$ cat config.mk
export PLATFORM = sky130hd
export DESIGN_NAME = ptm_timer
export DESIGN_NICKNAME = d
export VERILOG_FILES = /design/src/ptm_pkg.sv /design/src/ptm_timer.sv
export SDC_FILE = /design/constraint.sdc
export NUM_CORES = 1
export LEC_CHECK = 0
export BUFFER_PORTS_ARGS = -buffer_cell sky130_fd_sc_hd__buf_2
export CAP_MARGIN = 15
export CORE_ASPECT_RATIO = 1.75
export CORE_MARGIN = 8
export CORE_UTILIZATION = 61
export CTS_CLUSTER_SIZE = 25
export DETAILED_ROUTE_END_ITERATION = 7
export GPL_ROUTABILITY_DRIVEN = 0
export HOLD_SLACK_MARGIN = 0.08
export PLACE_DENSITY = 0.85
export REMOVE_ABC_BUFFERS = 1
export SLEW_MARGIN = 10
export SYNTH_ARGS = -nofsm -noshare
export SYNTH_HDL_FRONTEND = slang
export SYNTH_SLANG_ARGS = --single-unit
$ cat constraint.sdc
create_clock -name clock_i -period 7.4 [get_ports clock_i]
set_input_delay 0 -clock clock_i [delete_from_list [all_inputs] [get_ports clock_i]]
set_output_delay 0 -clock clock_i [all_outputs]
set_load 0.01 [all_outputs]
$ cat src/ptm_pkg.sv
/*
  constants for the periodic task monitor timer: register map, field layout,
  reset values, channel values and sequencer state codes.
  assumes a 32-bit apb register bus with one aligned word per register.
*/
`default_nettype none

package ptm_pkg;

  // ----------------------------------------------------------------
  // register map (byte addresses)
  // ----------------------------------------------------------------
  localparam int unsigned NUM_CH = 3;
  localparam logic [11:0] CH_BASE = 12'h000;
  localparam logic [11:0] CH_STRIDE = 12'h00C;
  localparam logic [11:0] EN_OFS = 12'h000;
  localparam logic [11:0] CNT_OFS = 12'h004;
  localparam logic [11:0] CMP_OFS = 12'h008;
  localparam logic [11:0] IRQ_FLAG_ADDR = 12'h024;
  localparam logic [11:0] IRQ_MASK_ADDR = 12'h028;
  localparam logic [11:0] ACT_COUNT_ADDR = 12'h02C;

  // ----------------------------------------------------------------
  // field layout and values
  // ----------------------------------------------------------------
  localparam int unsigned WORD_W = 16;
  localparam int unsigned FLAG_W = 8;
  localparam int unsigned SWITCH_FLAG_BIT = 0;
  localparam int unsigned CH1_FLAG_BIT = 1;
  localparam int unsigned CH2_FLAG_BIT = 2;
  localparam int unsigned CH3_FLAG_BIT = 4;
  localparam logic [15:0] CHANNEL_ON_VALUE = 16'h0001;
  localparam logic [15:0] CHANNEL_OFF_VALUE = 16'h0000;
  localparam logic [15:0] COUNTER_CLEAR_VALUE = 16'h0000;
  localparam logic [15:0] COUNTER_MAX = 16'hFFFF;
  localparam logic [15:0] CMP_RESET = 16'h0000;
  localparam logic [7:0] FLAG_RESET = 8'h00;
  localparam logic [7:0] MASK_RESET = 8'h00;

  // ----------------------------------------------------------------
  // sequencer states
  // ----------------------------------------------------------------
  typedef enum logic [2:0] {
    PTM_IDLE  = 3'b001,
    PTM_INC   = 3'b010,
    PTM_CHECK = 3'b100
  } ptm_seq_t;

endpackage

`default_nettype wire

$ cat src/ptm_timer.sv
/*
  periodic task monitor timer: three supervisory channels advanced by a
  falling-edge trigger pin, with an apb register slave and sticky irq flags.
  assumes the trigger pin pulses low once per 4 ms tick and software clears
  each enabled counter after every round of its periodic work.
*/
// The register addresses and the APB slave port are this design's own decisions.
`timescale 1ns/1ps
`default_nettype none

module ptm_timer (
  input wire logic clock_i,
  input wire logic rst_n_i,
  input wire logic psel_i,
  input wire logic penable_i,
  input wire logic pwrite_i,
  input wire logic [11:0] paddr_i,
  input wire logic [31:0] pwdata_i,
  input wire logic [3:0] pstrb_i,
  output logic [31:0] prdata_o,
  output logic pready_o,
  output logic pslverr_o,
  input wire logic trigger_irq_line_i,
  input wire logic switch_irq_line_i,
  output logic ch1_overflow_irq_o,
  output logic ch2_overflow_irq_o,
  output logic ch3_overflow_irq_o,
  output logic sequence_end_irq_o,
  output logic irq_o
);

  // ----------------------------------------------------------------
  // state
  // ----------------------------------------------------------------
  typedef struct packed {
    logic [1:0] trg_sync;
    logic trg_prev;
    logic [1:0] sw_sync;
    logic sw_prev;
    logic pend;
    ptm_pkg::ptm_seq_t seq;
    logic [2:0][15:0] en;
    logic [2:0][15:0] cnt;
    logic [2:0][15:0] cmp;
    logic [2:0] ovf_done;
    logic [7:0] flag;
    logic [7:0] mask;
    logic [15:0] act_count;
    logic [31:0] rdata;
    logic slverr;
  } ptm_regs_t;

  // ----------------------------------------------------------------
  // reset value and channel map
  // ----------------------------------------------------------------
  localparam ptm_regs_t REGS_RESET = '{
    trg_sync: 2'h3,
    trg_prev: 1'b1,
    sw_sync: 2'h3,
    sw_prev: 1'b1,
    pend: 1'b0,
    seq: ptm_pkg::PTM_IDLE,
    en: {3{ptm_pkg::CHANNEL_OFF_VALUE}},
    cnt: {3{ptm_pkg::COUNTER_CLEAR_VALUE}},
    cmp: {3{ptm_pkg::CMP_RESET}},
    ovf_done: 3'h0,
    flag: ptm_pkg::FLAG_RESET,
    mask: ptm_pkg::MASK_RESET,
    act_count: 16'h0000,
    rdata: 32'h0000_0000,
    slverr: 1'b0
  };

  // channel to flag bit mapping
  // bit 3 stays with the trigger line, so channel 3 skips to bit 4
  localparam int unsigned CH_FLAG_BIT [3] = '{ptm_pkg::CH1_FLAG_BIT, ptm_pkg::CH2_FLAG_BIT,
                                              ptm_pkg::CH3_FLAG_BIT};

  // ----------------------------------------------------------------
  // state and reset copy
  // ----------------------------------------------------------------
  ptm_regs_t q;
  ptm_regs_t d;
  logic [1:0] rst_sync_q;
  logic rst_n;

  // ----------------------------------------------------------------
  // reset release
  // ----------------------------------------------------------------
  // asserts at once, lifts on the clock so no flop sees reset end mid-cycle
  always_ff @(posedge clock_i or negedge rst_n_i) begin
    if (!rst_n_i) begin
      rst_sync_q <= 2'h0;
    end else begin
      rst_sync_q <= {rst_sync_q[0], 1'b1};
    end
  end
  assign rst_n = rst_sync_q[1];

  // ----------------------------------------------------------------
  // next state
  // ----------------------------------------------------------------
  logic trg_fall;
  logic sw_fall;
  logic setup;
  logic wr_acc;
  logic [7:0] flag_set;
  logic [7:0] flag_clr;
  logic hit;
  logic [11:0] ch_addr;

  always_comb begin
    d = q;
    flag_set = 8'h00;
    flag_clr = 8'h00;
    hit = 1'b0;
    ch_addr = 12'h000;

    // ----------------------------------------------------------------
    // pin inputs
    // ----------------------------------------------------------------
    // pin synchronisers; only the second stage feeds the edge detectors
    d.trg_sync = {q.trg_sync[0], trigger_irq_line_i};
    d.sw_sync = {q.sw_sync[0], switch_irq_line_i};
    d.trg_prev = q.trg_sync[1];
    d.sw_prev = q.sw_sync[1];
    trg_fall = q.trg_prev & ~q.trg_sync[1];
    sw_fall = q.sw_prev & ~q.sw_sync[1];
    if (sw_fall) begin
      flag_set[ptm_pkg::SWITCH_FLAG_BIT] = 1'b1;
    end

    // a trigger seen while busy is held, not dropped
    if (trg_fall) begin
      d.pend = 1'b1;
    end

    // ----------------------------------------------------------------
    // activation sequencer
    // ----------------------------------------------------------------
    case (q.seq)
      ptm_pkg::PTM_IDLE: begin
        if (q.pend) begin
          d.pend = trg_fall;
          d.seq = ptm_pkg::PTM_INC;
        end
      end
      ptm_pkg::PTM_INC: begin
        d.act_count = q.act_count + 16'h0001;
        for (int c = 0; c < ptm_pkg::NUM_CH; c++) begin
          // saturate so a neglected channel cannot wrap back below compare
          if (q.en[c] == ptm_pkg::CHANNEL_ON_VALUE && q.cnt[c] != ptm_pkg::COUNTER_MAX) begin
            d.cnt[c] = q.cnt[c] + 16'h0001;
          end
        end
        d.seq = ptm_pkg::PTM_CHECK;
      end
      ptm_pkg::PTM_CHECK: begin
        for (int c = 0; c < ptm_pkg::NUM_CH; c++) begin
          // one activation is one 4 ms tick, so compare counts ticks
          if (q.en[c] == ptm_pkg::CHANNEL_ON_VALUE && !q.ovf_done[c] &&
              q.cnt[c] >= q.cmp[c]) begin
            flag_set[CH_FLAG_BIT[c]] = 1'b1;
            d.ovf_done[c] = 1'b1;
          end
        end
        d.seq = ptm_pkg::PTM_IDLE;
      end
      default: begin
        d.seq = ptm_pkg::PTM_IDLE;
      end
    endcase

    // ----------------------------------------------------------------
    // apb read decode and error, in setup
    // ----------------------------------------------------------------
    // latching read data in setup keeps prdata a flop output, one cycle behind a same-cycle event
    setup = psel_i & ~penable_i;
    wr_acc = psel_i & penable_i & pwrite_i;
    if (setup) begin
      d.rdata = 32'h0000_0000;
      if (paddr_i == ptm_pkg::IRQ_FLAG_ADDR) begin
        hit = 1'b1;
        d.rdata = {24'h000000, q.flag};
      end else if (paddr_i == ptm_pkg::IRQ_MASK_ADDR) begin
        hit = 1'b1;
        d.rdata = {24'h000000, q.mask};
      end else if (paddr_i == ptm_pkg::ACT_COUNT_ADDR) begin
        hit = 1'b1;
        d.rdata = {16'h0000, q.act_count};
      end else begin
        for (int c = 0; c < ptm_pkg::NUM_CH; c++) begin
          ch_addr = ptm_pkg::CH_BASE + 12'(c) * ptm_pkg::CH_STRIDE;
          if (paddr_i == ch_addr + ptm_pkg::EN_OFS) begin
            hit = 1'b1;
            d.rdata = {16'h0000, q.en[c]};
          end else if (paddr_i == ch_addr + ptm_pkg::CNT_OFS) begin
            hit = 1'b1;
            d.rdata = {16'h0000, q.cnt[c]};
          end else if (paddr_i == ch_addr + ptm_pkg::CMP_OFS) begin
            hit = 1'b1;
            d.rdata = {16'h0000, q.cmp[c]};
          end
        end
      end
      // the activation count is read only
      d.slverr = ~hit | (pwrite_i & paddr_i == ptm_pkg::ACT_COUNT_ADDR);
    end

    // ----------------------------------------------------------------
    // apb write, in access
    // ----------------------------------------------------------------
    // an errored setup blocks the write, so a refused address never lands
    if (wr_acc && !q.slverr) begin
      if (paddr_i == ptm_pkg::IRQ_FLAG_ADDR) begin
        if (pstrb_i[0]) begin
          flag_clr = pwdata_i[7:0];
        end
      end else if (paddr_i == ptm_pkg::IRQ_MASK_ADDR) begin
        if (pstrb_i[0]) begin
          d.mask = pwdata_i[7:0];
        end
      end else begin
        for (int c = 0; c < ptm_pkg::NUM_CH; c++) begin
          ch_addr = ptm_pkg::CH_BASE + 12'(c) * ptm_pkg::CH_STRIDE;
          if (paddr_i == ch_addr + ptm_pkg::EN_OFS) begin
            if (pstrb_i[0]) begin
              d.en[c][7:0] = pwdata_i[7:0];
            end
            if (pstrb_i[1]) begin
              d.en[c][15:8] = pwdata_i[15:8];
            end
          end else if (paddr_i == ch_addr + ptm_pkg::CNT_OFS) begin
            // host write beats a same-cycle increment and re-arms overflow
            if (pstrb_i[0]) begin
              d.cnt[c][7:0] = pwdata_i[7:0];
            end
            if (pstrb_i[1]) begin
              d.cnt[c][15:8] = pwdata_i[15:8];
            end
            d.ovf_done[c] = 1'b0;
          end else if (paddr_i == ch_addr + ptm_pkg::CMP_OFS) begin
            if (pstrb_i[0]) begin
              d.cmp[c][7:0] = pwdata_i[7:0];
            end
            if (pstrb_i[1]) begin
              d.cmp[c][15:8] = pwdata_i[15:8];
            end
          end
        end
      end
    end

    // ----------------------------------------------------------------
    // interrupt flags
    // ----------------------------------------------------------------
    // set beats clear; bit 3 belongs to the trigger and is never raised here
    d.flag = (q.flag & ~flag_clr) | flag_set;
  end

  // ----------------------------------------------------------------
  // registers
  // ----------------------------------------------------------------
  always_ff @(posedge clock_i or negedge rst_n) begin
    if (!rst_n) begin
      q <= REGS_RESET;
    end else begin
      q <= d;
    end
  end

  // ----------------------------------------------------------------
  // outputs
  // ----------------------------------------------------------------
  assign prdata_o = q.rdata;
  // no wait states: every register answers in its first access cycle
  assign pready_o = 1'b1;
  assign pslverr_o = psel_i & penable_i & q.slverr;
  assign ch1_overflow_irq_o = q.flag[ptm_pkg::CH1_FLAG_BIT];
  assign ch2_overflow_irq_o = q.flag[ptm_pkg::CH2_FLAG_BIT];
  assign ch3_overflow_irq_o = q.flag[ptm_pkg::CH3_FLAG_BIT];
  // the sequencer must keep running, so its end request stays quiet
  assign sequence_end_irq_o = 1'b0;
  // the per-channel lines ignore the mask; only the summary line is gated
  assign irq_o = |(q.flag & q.mask);

endmodule

`default_nettype wire

# Word-level counts from Yosys, hierarchy flattened
# Cells that the tools add are included.
# totals
output_inout_bits	39
register_bits	224
inputBits	55
word_cells	191
# classes
n_addsub	4
n_eq_ne	21
magnitude_cmp	3
bitwise	24
reduce_logical	29
muxes	82
# op_table
op	count
$mux 16	21
$mux 99	3
$mux 32	9
$mux 8	15
$add 16x1->16 const B	4
$eq 12x5->1 const B	4
$eq 12x6->1 const B	4
$eq 16x1->1 const B	3
$ge 16x16->1	3
$mux 48	1
$ne 16x16->1 const B	3
$reduce_and 7->1	6
$reduce_and 5->1	6
$mux 1	29
$eq 12x4->1 const B	2
$and 8x8->8	2
$eq 12x3->1 const B	1
$logic_not 12->1	1
$not 1->1	12
$logic_and 1x1->1	10
$not 8->8	1
$or 8x5->8	1
$reduce_or 8->1	1
$and 1x1->1	7
other kinds (11)	14

# Depth between registers and ports, before layout
# Gate-level depths: netlist of run 1.
# depth
ltp_word	16
mapped_depth	9
ltp_nobuf	8

# Worst setup path before layout of run 1
# OpenSTA, ideal clock, no wires.
# synth_timing
path_kind	register to register
from	register q[0] (netlist bit)
to	register q[164] (netlist bit)
arrival_time_ns	2.002
stages_incl_launch_ff	7
required_ns	7.275
slack_ns	5.274
period_less_slack_ns	2.126
n_path_buf	1
path_cell_list	dfrtp_1 > and4b_1 > clkbuf_1 > nand2_1 > o21bai_4 > nor4_4 > mux2_2
# synth_between
elab_chain_len	3
# synth_rtl
item	line_no	rtl
start: declaration	ptm_timer.sv:82	ptm_regs_t q;
start signal: assignment	ptm_timer.sv:266	q <= REGS_RESET;
start signal: assignment	ptm_timer.sv:268	q <= d;
$logic_not 1->1	ptm_timer.sv:214	if (wr_acc && !q.slverr) begin
$logic_and 1x1->1	ptm_timer.sv:214	
$reduce_and 5->1 (no line)	-	
# Every way passes these cells.
# A chain may end at the register's enable or synchronous reset.

==> results.json, run 1 <==
{
  "run_status": "finished clean",
  "drive_above_1_share_pct": 14.9,
  "highest-signal-layer": "met4",
  "hold_violations": 0,
  "skew_ns": 0.00689,
  "min_hold_slack_ns": 0.149,
  "finish.net_count": 1452,
  "die-area_sq_um": 25200,
  "fillerInstances": 1471,
  "worstSetupStartpointType": "register",
  "internal-power_mw": 2.01,
  "switching_share_pct": 23.7,
  "layout.area.seq_sq_um": 5220,
  "async_flop_share_pct": 100,
  "fraction_of_the_yosys_area_taken_by_sequential_cells_pct": 42.2,
  "cts_tree": "done",
  "via_per_inst": 6.85,
  "wl_met2_microns": 19800,
  "syn-instance-count": 1317,
  "timing.max_cap.violations": 0,
  "worst-endpoint-required_ns": 7.79,
  "setup_slack_after_layout_ns": 4.11,
  "met1_wire_length_microns": 13700,
  "number_of_antenna_violations_at_the_first_check_in_global_routing": 0,
  "clock-sinks": 208,
  "met3RoutedLength_microns": 3710,
  "wire_length_of_the_first_global_routing_pass_microns": 62700,
  "fmax_mhz": 304,
  "fp.dieH_microns": 204,
  "layout.cells.most_common_list": "200 x dfrtp_1, 158 x nand2_1, 131 x o21ai_0, 72 x nor2_1",
  "postLayoutCellArea_sq_um": 13600,
  "power.net_switching_uw": 624,
  "route.antenna.remaining_nets": 0,
  "setup_tns_ns": 0,
  "synth_top_cell_area_share_pct": 40.7,
  "drt_iter0_drc": 1175,
  "cts_root_buf": "clkbuf_16",
  "timing.slew.headroom_pct": 23.6,
  "detailedRoute.firstPassIterationCount": 5,
  "rsz0062_at_grt": "no",
  "number_of_global_route_vias_before_repair": 11292,
  "core_footprint_sq_um": 20100,
  "setup_viol_count_final": 0,
  "grt-ovfl-total": 0,
  "library_cells_used_by_synthesis": 73,
  "p_comb_share_pct": 7.4,
  "utilization_pct": 67.6,
  "cts-root-to-sink-buffers": 3,
  "vdd_drop_max_uv": 210,
  "yosysWarningCount": 0,
  "track_usage_pct": 32.7,
  "drc_errors": 0,
  "yosys.area.top_type": "dfrtp_1",
  "yosys-top-cells-area": "dfrtp_1 41%, mux2_2 5.7%, o21ai_0 5.3%, ha_1 5.3%, nand2_1 4.8%",
  "slew_violations": 0,
  "antenna_cells_inserted": 0,
  "finalCritPeriodShare_pct": 44.5,
  "area_growth_syn_to_layout_pct": 10.1,
  "cts_max_level": 1,
  "power.clock.fraction_pct": 47.3,
  "element_type_at_the_critical_path_end": "register",
  "floorplan.die.width_microns": 124,
  "synth.ff_latch_count": 208,
  "cts_hold_buf": 22,
  "dr_total_vias": 11014,
  "min_path_type": "input pin to register",
  "power.density_cell_area_nw_per_um2": 194,
  "finalWorstPathRequiredPeriod_ns": 3.29,
  "crit_type": "register to register",
  "syn_area_sq_um": 12300,
  "postSynthAreaPerCell_sq_um": 9.37,
  "seq_power_share_pct": 45.3,
  "worst_ep_arrival_time_ns": 3.68,
  "most_common_cell_after_layout_fill_and_taps_aside": "dfrtp_1",
  "avgRoutedWirePerCell_microns": 25.0,
  "place_ws_ns": 4.31,
  "numCtsBuffers": 20,
  "post-cts-setup-buffers": 0,
  "multi_input_area_sq_um": 6430,
  "placement.io_buffers": 57,
  "post_cts_resize_count": 0,
  "initial_core_util_pct": 61.4,
  "dominantRegCellSynth": "dfrtp_1",
  "worst-slew-pin-transition_ns": 1.15,
  "post_dp_cell_area_sq_um": 12600,
  "num_rows": 69,
  "grt_max_degree": 179,
  "worstPathMaxFanout": 6,
  "drt_wl_total_microns": 40200,
  "place.detailed.hpwl_microns": 26700,
  "clock_slew_at_reported_path_ffs_ns": 0.07,
  "synth_enable_flop_cells": 0,
  "power.leakage_nw": 6.02,
  "insertion_delay_ns": 0.50,
  "io_pins": 94
}
[cells in the mapped netlist, types with 5 or more instances]
cell type	instances
o2111ai_1	5
o21ai_0	131
dfrtp_1	201
dfstp_2	7
a2111oi_0	7
a221oi_1	10
nor4_1	25
a32oi_1	6
a21o_1	11
nand2b_1	7
inv_1	63
o211ai_1	9
nor4_2	5
xnor2_1	31
nand3_1	28
nor3_1	26
xor2_1	23
nor3_2	5
ha_1	52
and3_1	16
mux2_2	63
buf_1	7
or3_1	6
a22oi_1	24
nand2_1	158
o21a_1	8
nand4_1	32
a211o_1	6
nor4b_1	5
mux2i_1	26
a211oi_1	10
clkbuf_1	37
buf_2	21
a21oi_1	60
nor2b_1	6
buf_4	37
o22a_1	5
nor2_1	72
[power groups by stage]
stage	combinational, mW	clock (mW)	sequential, mW
floorplan	0.0768	0	1.22
global route	0.207	1.30	1.20
CTS	0.188	1.24	1.19
detailed placement	0.178	0	1.21
global placement	0.173	0	1.21
finish	0.194	1.24	1.19
[cell type report]
cell class	instances	area share (%)
Tap cell	248	2.28
Multi-Input combinational cell	961	47.3
Timing Repair Buffer	91	4.47
Clock inverter	9	1.65
Sequential cell	208	38.4
Clock buffer	27	4.18
Inverter	63	1.74
[sequential cells by signal, summed over array words and instances, names as in the netlist]
| register | flops |
|---|---|
| ch3_overflow_irq_o | 1 |
| ch2_overflow_irq_o | 1 |
| prdata_o | 16 |
| d | 4 |
| rst_sync_q | 2 |
| ch1_overflow_irq_o | 1 |
| q | 183 |
[kinds of logic after synthesis]
group	count (synthesis)	synth area share (%)
AOI/OAI and AO/OA	326	16.8
xor gates and xnor gates	54	3.83
adders and majority gates	52	5.27
buffers and inverters	165	6.35
DFF	208	42.2
muxes	90	8.04
other	2	0.0608
and+or+nand+nor	420	17.4
[critical path, cell delays in order, from the launching register on]
cell,delay [ns]
dfrtp_1,0.45
ha_1,0.34
or3_1,0.42
a221oi_1,0.25
o21ai_0,0.42
a2111oi_0,0.67
nor3_1,0.31
a22o_1,0.31
[worst paths after layout]
| path | start | cells after the start | end | slack [ns] |
|---|---|---|---|---|
| worst max-delay path | q[140]$_DFF_PN0_ | 7 | ch2_overflow_irq_o$_DFF_PN0_ | 4.11 |
| worst min-delay path | paddr_i[6] | 4 | q[0]$_DFFE_PN0P_ | 0.15 |
| worst max register to register | q[140]$_DFF_PN0_ | 7 | ch2_overflow_irq_o$_DFF_PN0_ | 4.11 |
| worst min register to register | rst_sync_q[1]$_DFF_PN0_ | 0 | prdata_o[4]$_DFFE_PN0P_ | 0.25 |
| max in group asynchronous | rst_sync_q[1]$_DFF_PN0_ | 1 | q[183]$_DFFE_PN0P_ | 5.70 |
| min in group asynchronous | rst_sync_q[1]$_DFF_PN0_ | 0 | prdata_o[4]$_DFFE_PN0P_ | 0.25 |
[metal layers]
metal / vias to the layer above / track usage (%)
met1: 5267 / 36.7
met2: 764 / 53.5
met5: - / 0
met4: 0 / 22.7
met3: 226 / 7.28
li1: 4757 / -
[per-stage QoR]
step	total power, mW	cells
2_1_floorplan	1.30	1232
3_3_place_gp	1.38	1548
3_5_place_dp	1.39	1548
4_1_cts	2.62	1606
5_1_grt	2.70	1607
6_report	2.63	1607
No activity file was read; power rests on OpenSTA's default activity.
==> run 2, diff against run 1 <==
--- a/config.mk
+++ b/config.mk
@@ -5,16 +5,17 @@
 export SDC_FILE = /design/constraint.sdc
 export NUM_CORES = 1
 export LEC_CHECK = 0
+export ABC_AREA = 1
 export BUFFER_PORTS_ARGS = -buffer_cell sky130_fd_sc_hd__buf_2
 export CAP_MARGIN = 15
 export CORE_ASPECT_RATIO = 1.75
 export CORE_MARGIN = 8
-export CORE_UTILIZATION = 61
+export CORE_UTILIZATION = 62
 export CTS_CLUSTER_SIZE = 25
 export DETAILED_ROUTE_END_ITERATION = 7
 export GPL_ROUTABILITY_DRIVEN = 0
 export HOLD_SLACK_MARGIN = 0.08
-export PLACE_DENSITY = 0.85
+export PLACE_DENSITY = 0.86
 export REMOVE_ABC_BUFFERS = 1
 export SLEW_MARGIN = 10
 export SYNTH_ARGS = -nofsm -noshare
==> constraint.sdc (replaced) <==
create_clock -name clock_i -period 3.4 [get_ports clock_i]
set_input_delay 0 -clock clock_i [delete_from_list [all_inputs] [get_ports clock_i]]
set_output_delay 0 -clock clock_i [all_outputs]
set_load 0.01 [all_outputs]
==> results.json, run 2 <==
{
  "route.antenna.remaining_nets": 0,
  "post-layout-total-power_mw": 5.53,
  "yosysWarningCount": 0,
  "worst_ep_arrival_time_ns": 2.91,
  "most_common_cell_after_layout_fill_and_taps_aside": "nand2_1",
  "synth-simple-area-share_pct": 29.5,
  "fmax_mhz": 410,
  "clock_slew_at_reported_path_ffs_ns": 0.06,
  "finalCritPeriodShare_pct": 71.7,
  "drt_wl_total_microns": 41500,
  "timing.critical_path.from": "paddr_i[3]",
  "place.detailed.hpwl_microns": 29000,
  "power.leakage_nw": 7.25,
  "via_per_inst": 5.99,
  "skew_ns": 0.0143,
  "synthMuxAreaShare_pct": 0,
  "area_growth_syn_to_layout_pct": 9.76,
  "clock-sinks": 208,
  "synth_enable_flop_cells": 0,
  "post_cts_resize_count": 0,
  "critical_path.reg2reg.startpoint": "q[0]$_DFFE_PN0P_",
  "rsz0062_at_grt": "no",
  "post_synth_xor_area_fraction_pct": 2.24,
  "synth_most_common_cell": "nand2_1",
  "largest_register_ffs": 183,
  "worst-endpoint-required_ns": 3.87,
  "fp.dieH_microns": 210,
  "grt_max_degree": 119,
  "finalWorstPathRequiredPeriod_ns": 2.44,
  "antenna_cells_inserted": 0,
  "multi_input_area_sq_um": 6580,
  "num_rows": 71,
  "synth_top_cell_area_share_pct": 37.9,
  "initial_core_util_pct": 62.5,
  "r2r_slack_ns": 0.97,
  "largest_register": "q",
  "wire_length_of_the_first_global_routing_pass_microns": 66000,
  "vdd_drop_max_uv": 418,
  "element_type_at_the_critical_path_end": "register",
  "syn-instance-count": 1856,
  "run_status": "finished clean",
  "die-area_sq_um": 26500,
  "timing.slew.headroom_pct": 39.8,
  "dominantRegCellSynth": "dfrtp_1",
  "setup_viol_count_final": 0,
  "largest_family_of_logic_cells_by_synthesized_area": "simple AND/OR/NAND/NOR gates",
  "setup_slack_after_layout_ns": 0.961,
  "cts_hold_buf": 32,
  "dr_total_vias": 13051,
  "finish.net_count": 2015,
  "track_usage_pct": 31.7,
  "worstPathMaxFanout": 25,
  "layout.cells.most_common_list": "503 x nand2_1, 246 x inv_1, 200 x dfrtp_1, 154 x nor2_1, 139 x o21ai_0",
  "placement.io_buffers": 57,
  "yosys-top-cells-area": "dfrtp_1 38%, nand2_1 14%, inv_1 7.0%, o21ai_0 5.2%, ha_1 4.9%",
  "place_ws_ns": 0.984,
  "number_of_global_route_vias_before_repair": 13168,
  "cts-root-to-sink-buffers": 3,
  "synthTopCellsByCount": "503 x nand2_1, 246 x inv_1, 201 x dfrtp_1",
  "crit_type": "input pin to register",
  "async_flop_share_pct": 100,
  "io_pins": 94,
  "cts_root_buf": "clkbuf_16",
  "cts_tree": "done",
  "library_cells_used_by_synthesis": 46,
  "share_of_the_synthesized_area_in_compound_gates_ao_oa_aoi_oai_pct": 12.4,
  "post-cts-setup-buffers": 0,
  "setup_tns_ns": 0,
  "holdCritStartpoint": "switch_irq_line_i",
  "min_path_type": "input pin to register",
  "number_of_antenna_violations_at_the_first_check_in_global_routing": 0,
  "yosys.area.top_type": "dfrtp_1",
  "power.density_cell_area_nw_per_um2": 380,
  "core_footprint_sq_um": 21200,
  "grt-ovfl-total": 0,
  "hold_violations": 0,
  "detailedRoute.firstPassIterationCount": 8,
  "cts_max_level": 1,
  "fillerInstances": 1717,
  "layout.area.seq_sq_um": 5220,
  "yosys.area_share.adder_pct": 4.90,
  "fraction_of_the_yosys_area_taken_by_sequential_cells_pct": 39.3,
  "synth.ff_latch_count": 208,
  "worstSetupStartpointType": "input pin",
  "avgRoutedWirePerCell_microns": 19.1,
  "postSynthAreaPerCell_sq_um": 7.15,
  "worst-slew-pin-transition_ns": 0.897,
  "syn_area_sq_um": 13300,
  "timing.max_cap.violations": 0,
  "insertion_delay_ns": 0.54,
  "numCtsBuffers": 21,
  "floorplan.die.width_microns": 127,
  "drc_errors": 0,
  "drt_iter0_drc": 1290,
  "drive_above_1_share_pct": 8.95,
  "slew_violations": 0
}
## run 2: cell types whose count changed after synthesis, sizes merged, moves of 24 or more
cell,before,now
o21ai,131,209
nor2,76,171
mux2i,26,0
a22oi,24,0
nor4,33,7
mux2,63,0
inv,63,267
nand3,29,134
nand2,158,517
## run 2: final cells by class
type	count	share of cell area, %
inverter	268	6.93
clock buffer	28	4.20
tap	255	2.19
clock inverter	9	0.894
sequential	208	35.8
timing repair buffer	98	4.79
multi-input combinational	1311	45.2
## run 2: routing by layer
layer | global-route usage (%) | part of all wire (%) | vias up
li1 | - | - | 6002
met1 | 33.1 | 34 | 5977
met2 | 53.6 | 49 | 780
met3 | 6.20 | 8.0 | 292
met4 | 27.5 | 8.8 | 0
met5 | 0 | 0 | -
## run 2: power by group
group	switching, mW	internal, mW
registers	0.0554	2.54
clock network	1.04	1.50
logic	0.283	0.122
## run 2: final timing paths
check | end | cells past startpoint
max in group asynchronous | q[88]$_DFFE_PN0P_ | 1
setup reg to reg | ch2_overflow_irq_o$_DFF_PN0_ | 5
min in group asynchronous | prdata_o[14]$_DFFE_PN0P_ | 0
hold reg to reg | prdata_o[14]$_DFFE_PN0P_ | 0
setup / recovery | prdata_o[14]$_DFFE_PN0P_ | 15
hold / removal | d[218]$_DFF_PN1_ | 2
## run 2: metrics by stage
step	area [sq um]	util, %	instances	hold slack, ns
floorplan	12800	-	1787	-0.296
global placement	13500	63.6	2108	-0.216
detailed placement	13500	63.6	2108	-0.213
CTS	14600	68.6	2177	0.0870
global route	14600	68.6	2177	0.116
finish	14600	68.6	2177	0.112
## run 2: cell families (layout without fill, tap and decap cells)
kind of cell             after synthesis  in the layout
AND/OR/NAND/NOR                      896            896
buffers and inverters                354            403
AO/OA/AOI/OAI                        310            310
flip-flops                           208            208
adder cells (fa/ha/maj)               52             52
XOR/XNOR                              34             34
other                                  2             19
## run 2: worst max-delay path: stages
cell,delay (ns)
dlygate4sd3_1,0.55
buf_2,0.16
inv_2,0.07
nand2_1,0.08
nor2_4,0.45
nand3_2,0.62
inv_2,0.35
nor2_4,0.13
nand2_1,0.09
nand2_1,0.07
nand2_1,0.07
nand2_1,0.07
nand2_1,0.08
nand2_1,0.06
nand2_1,0.05
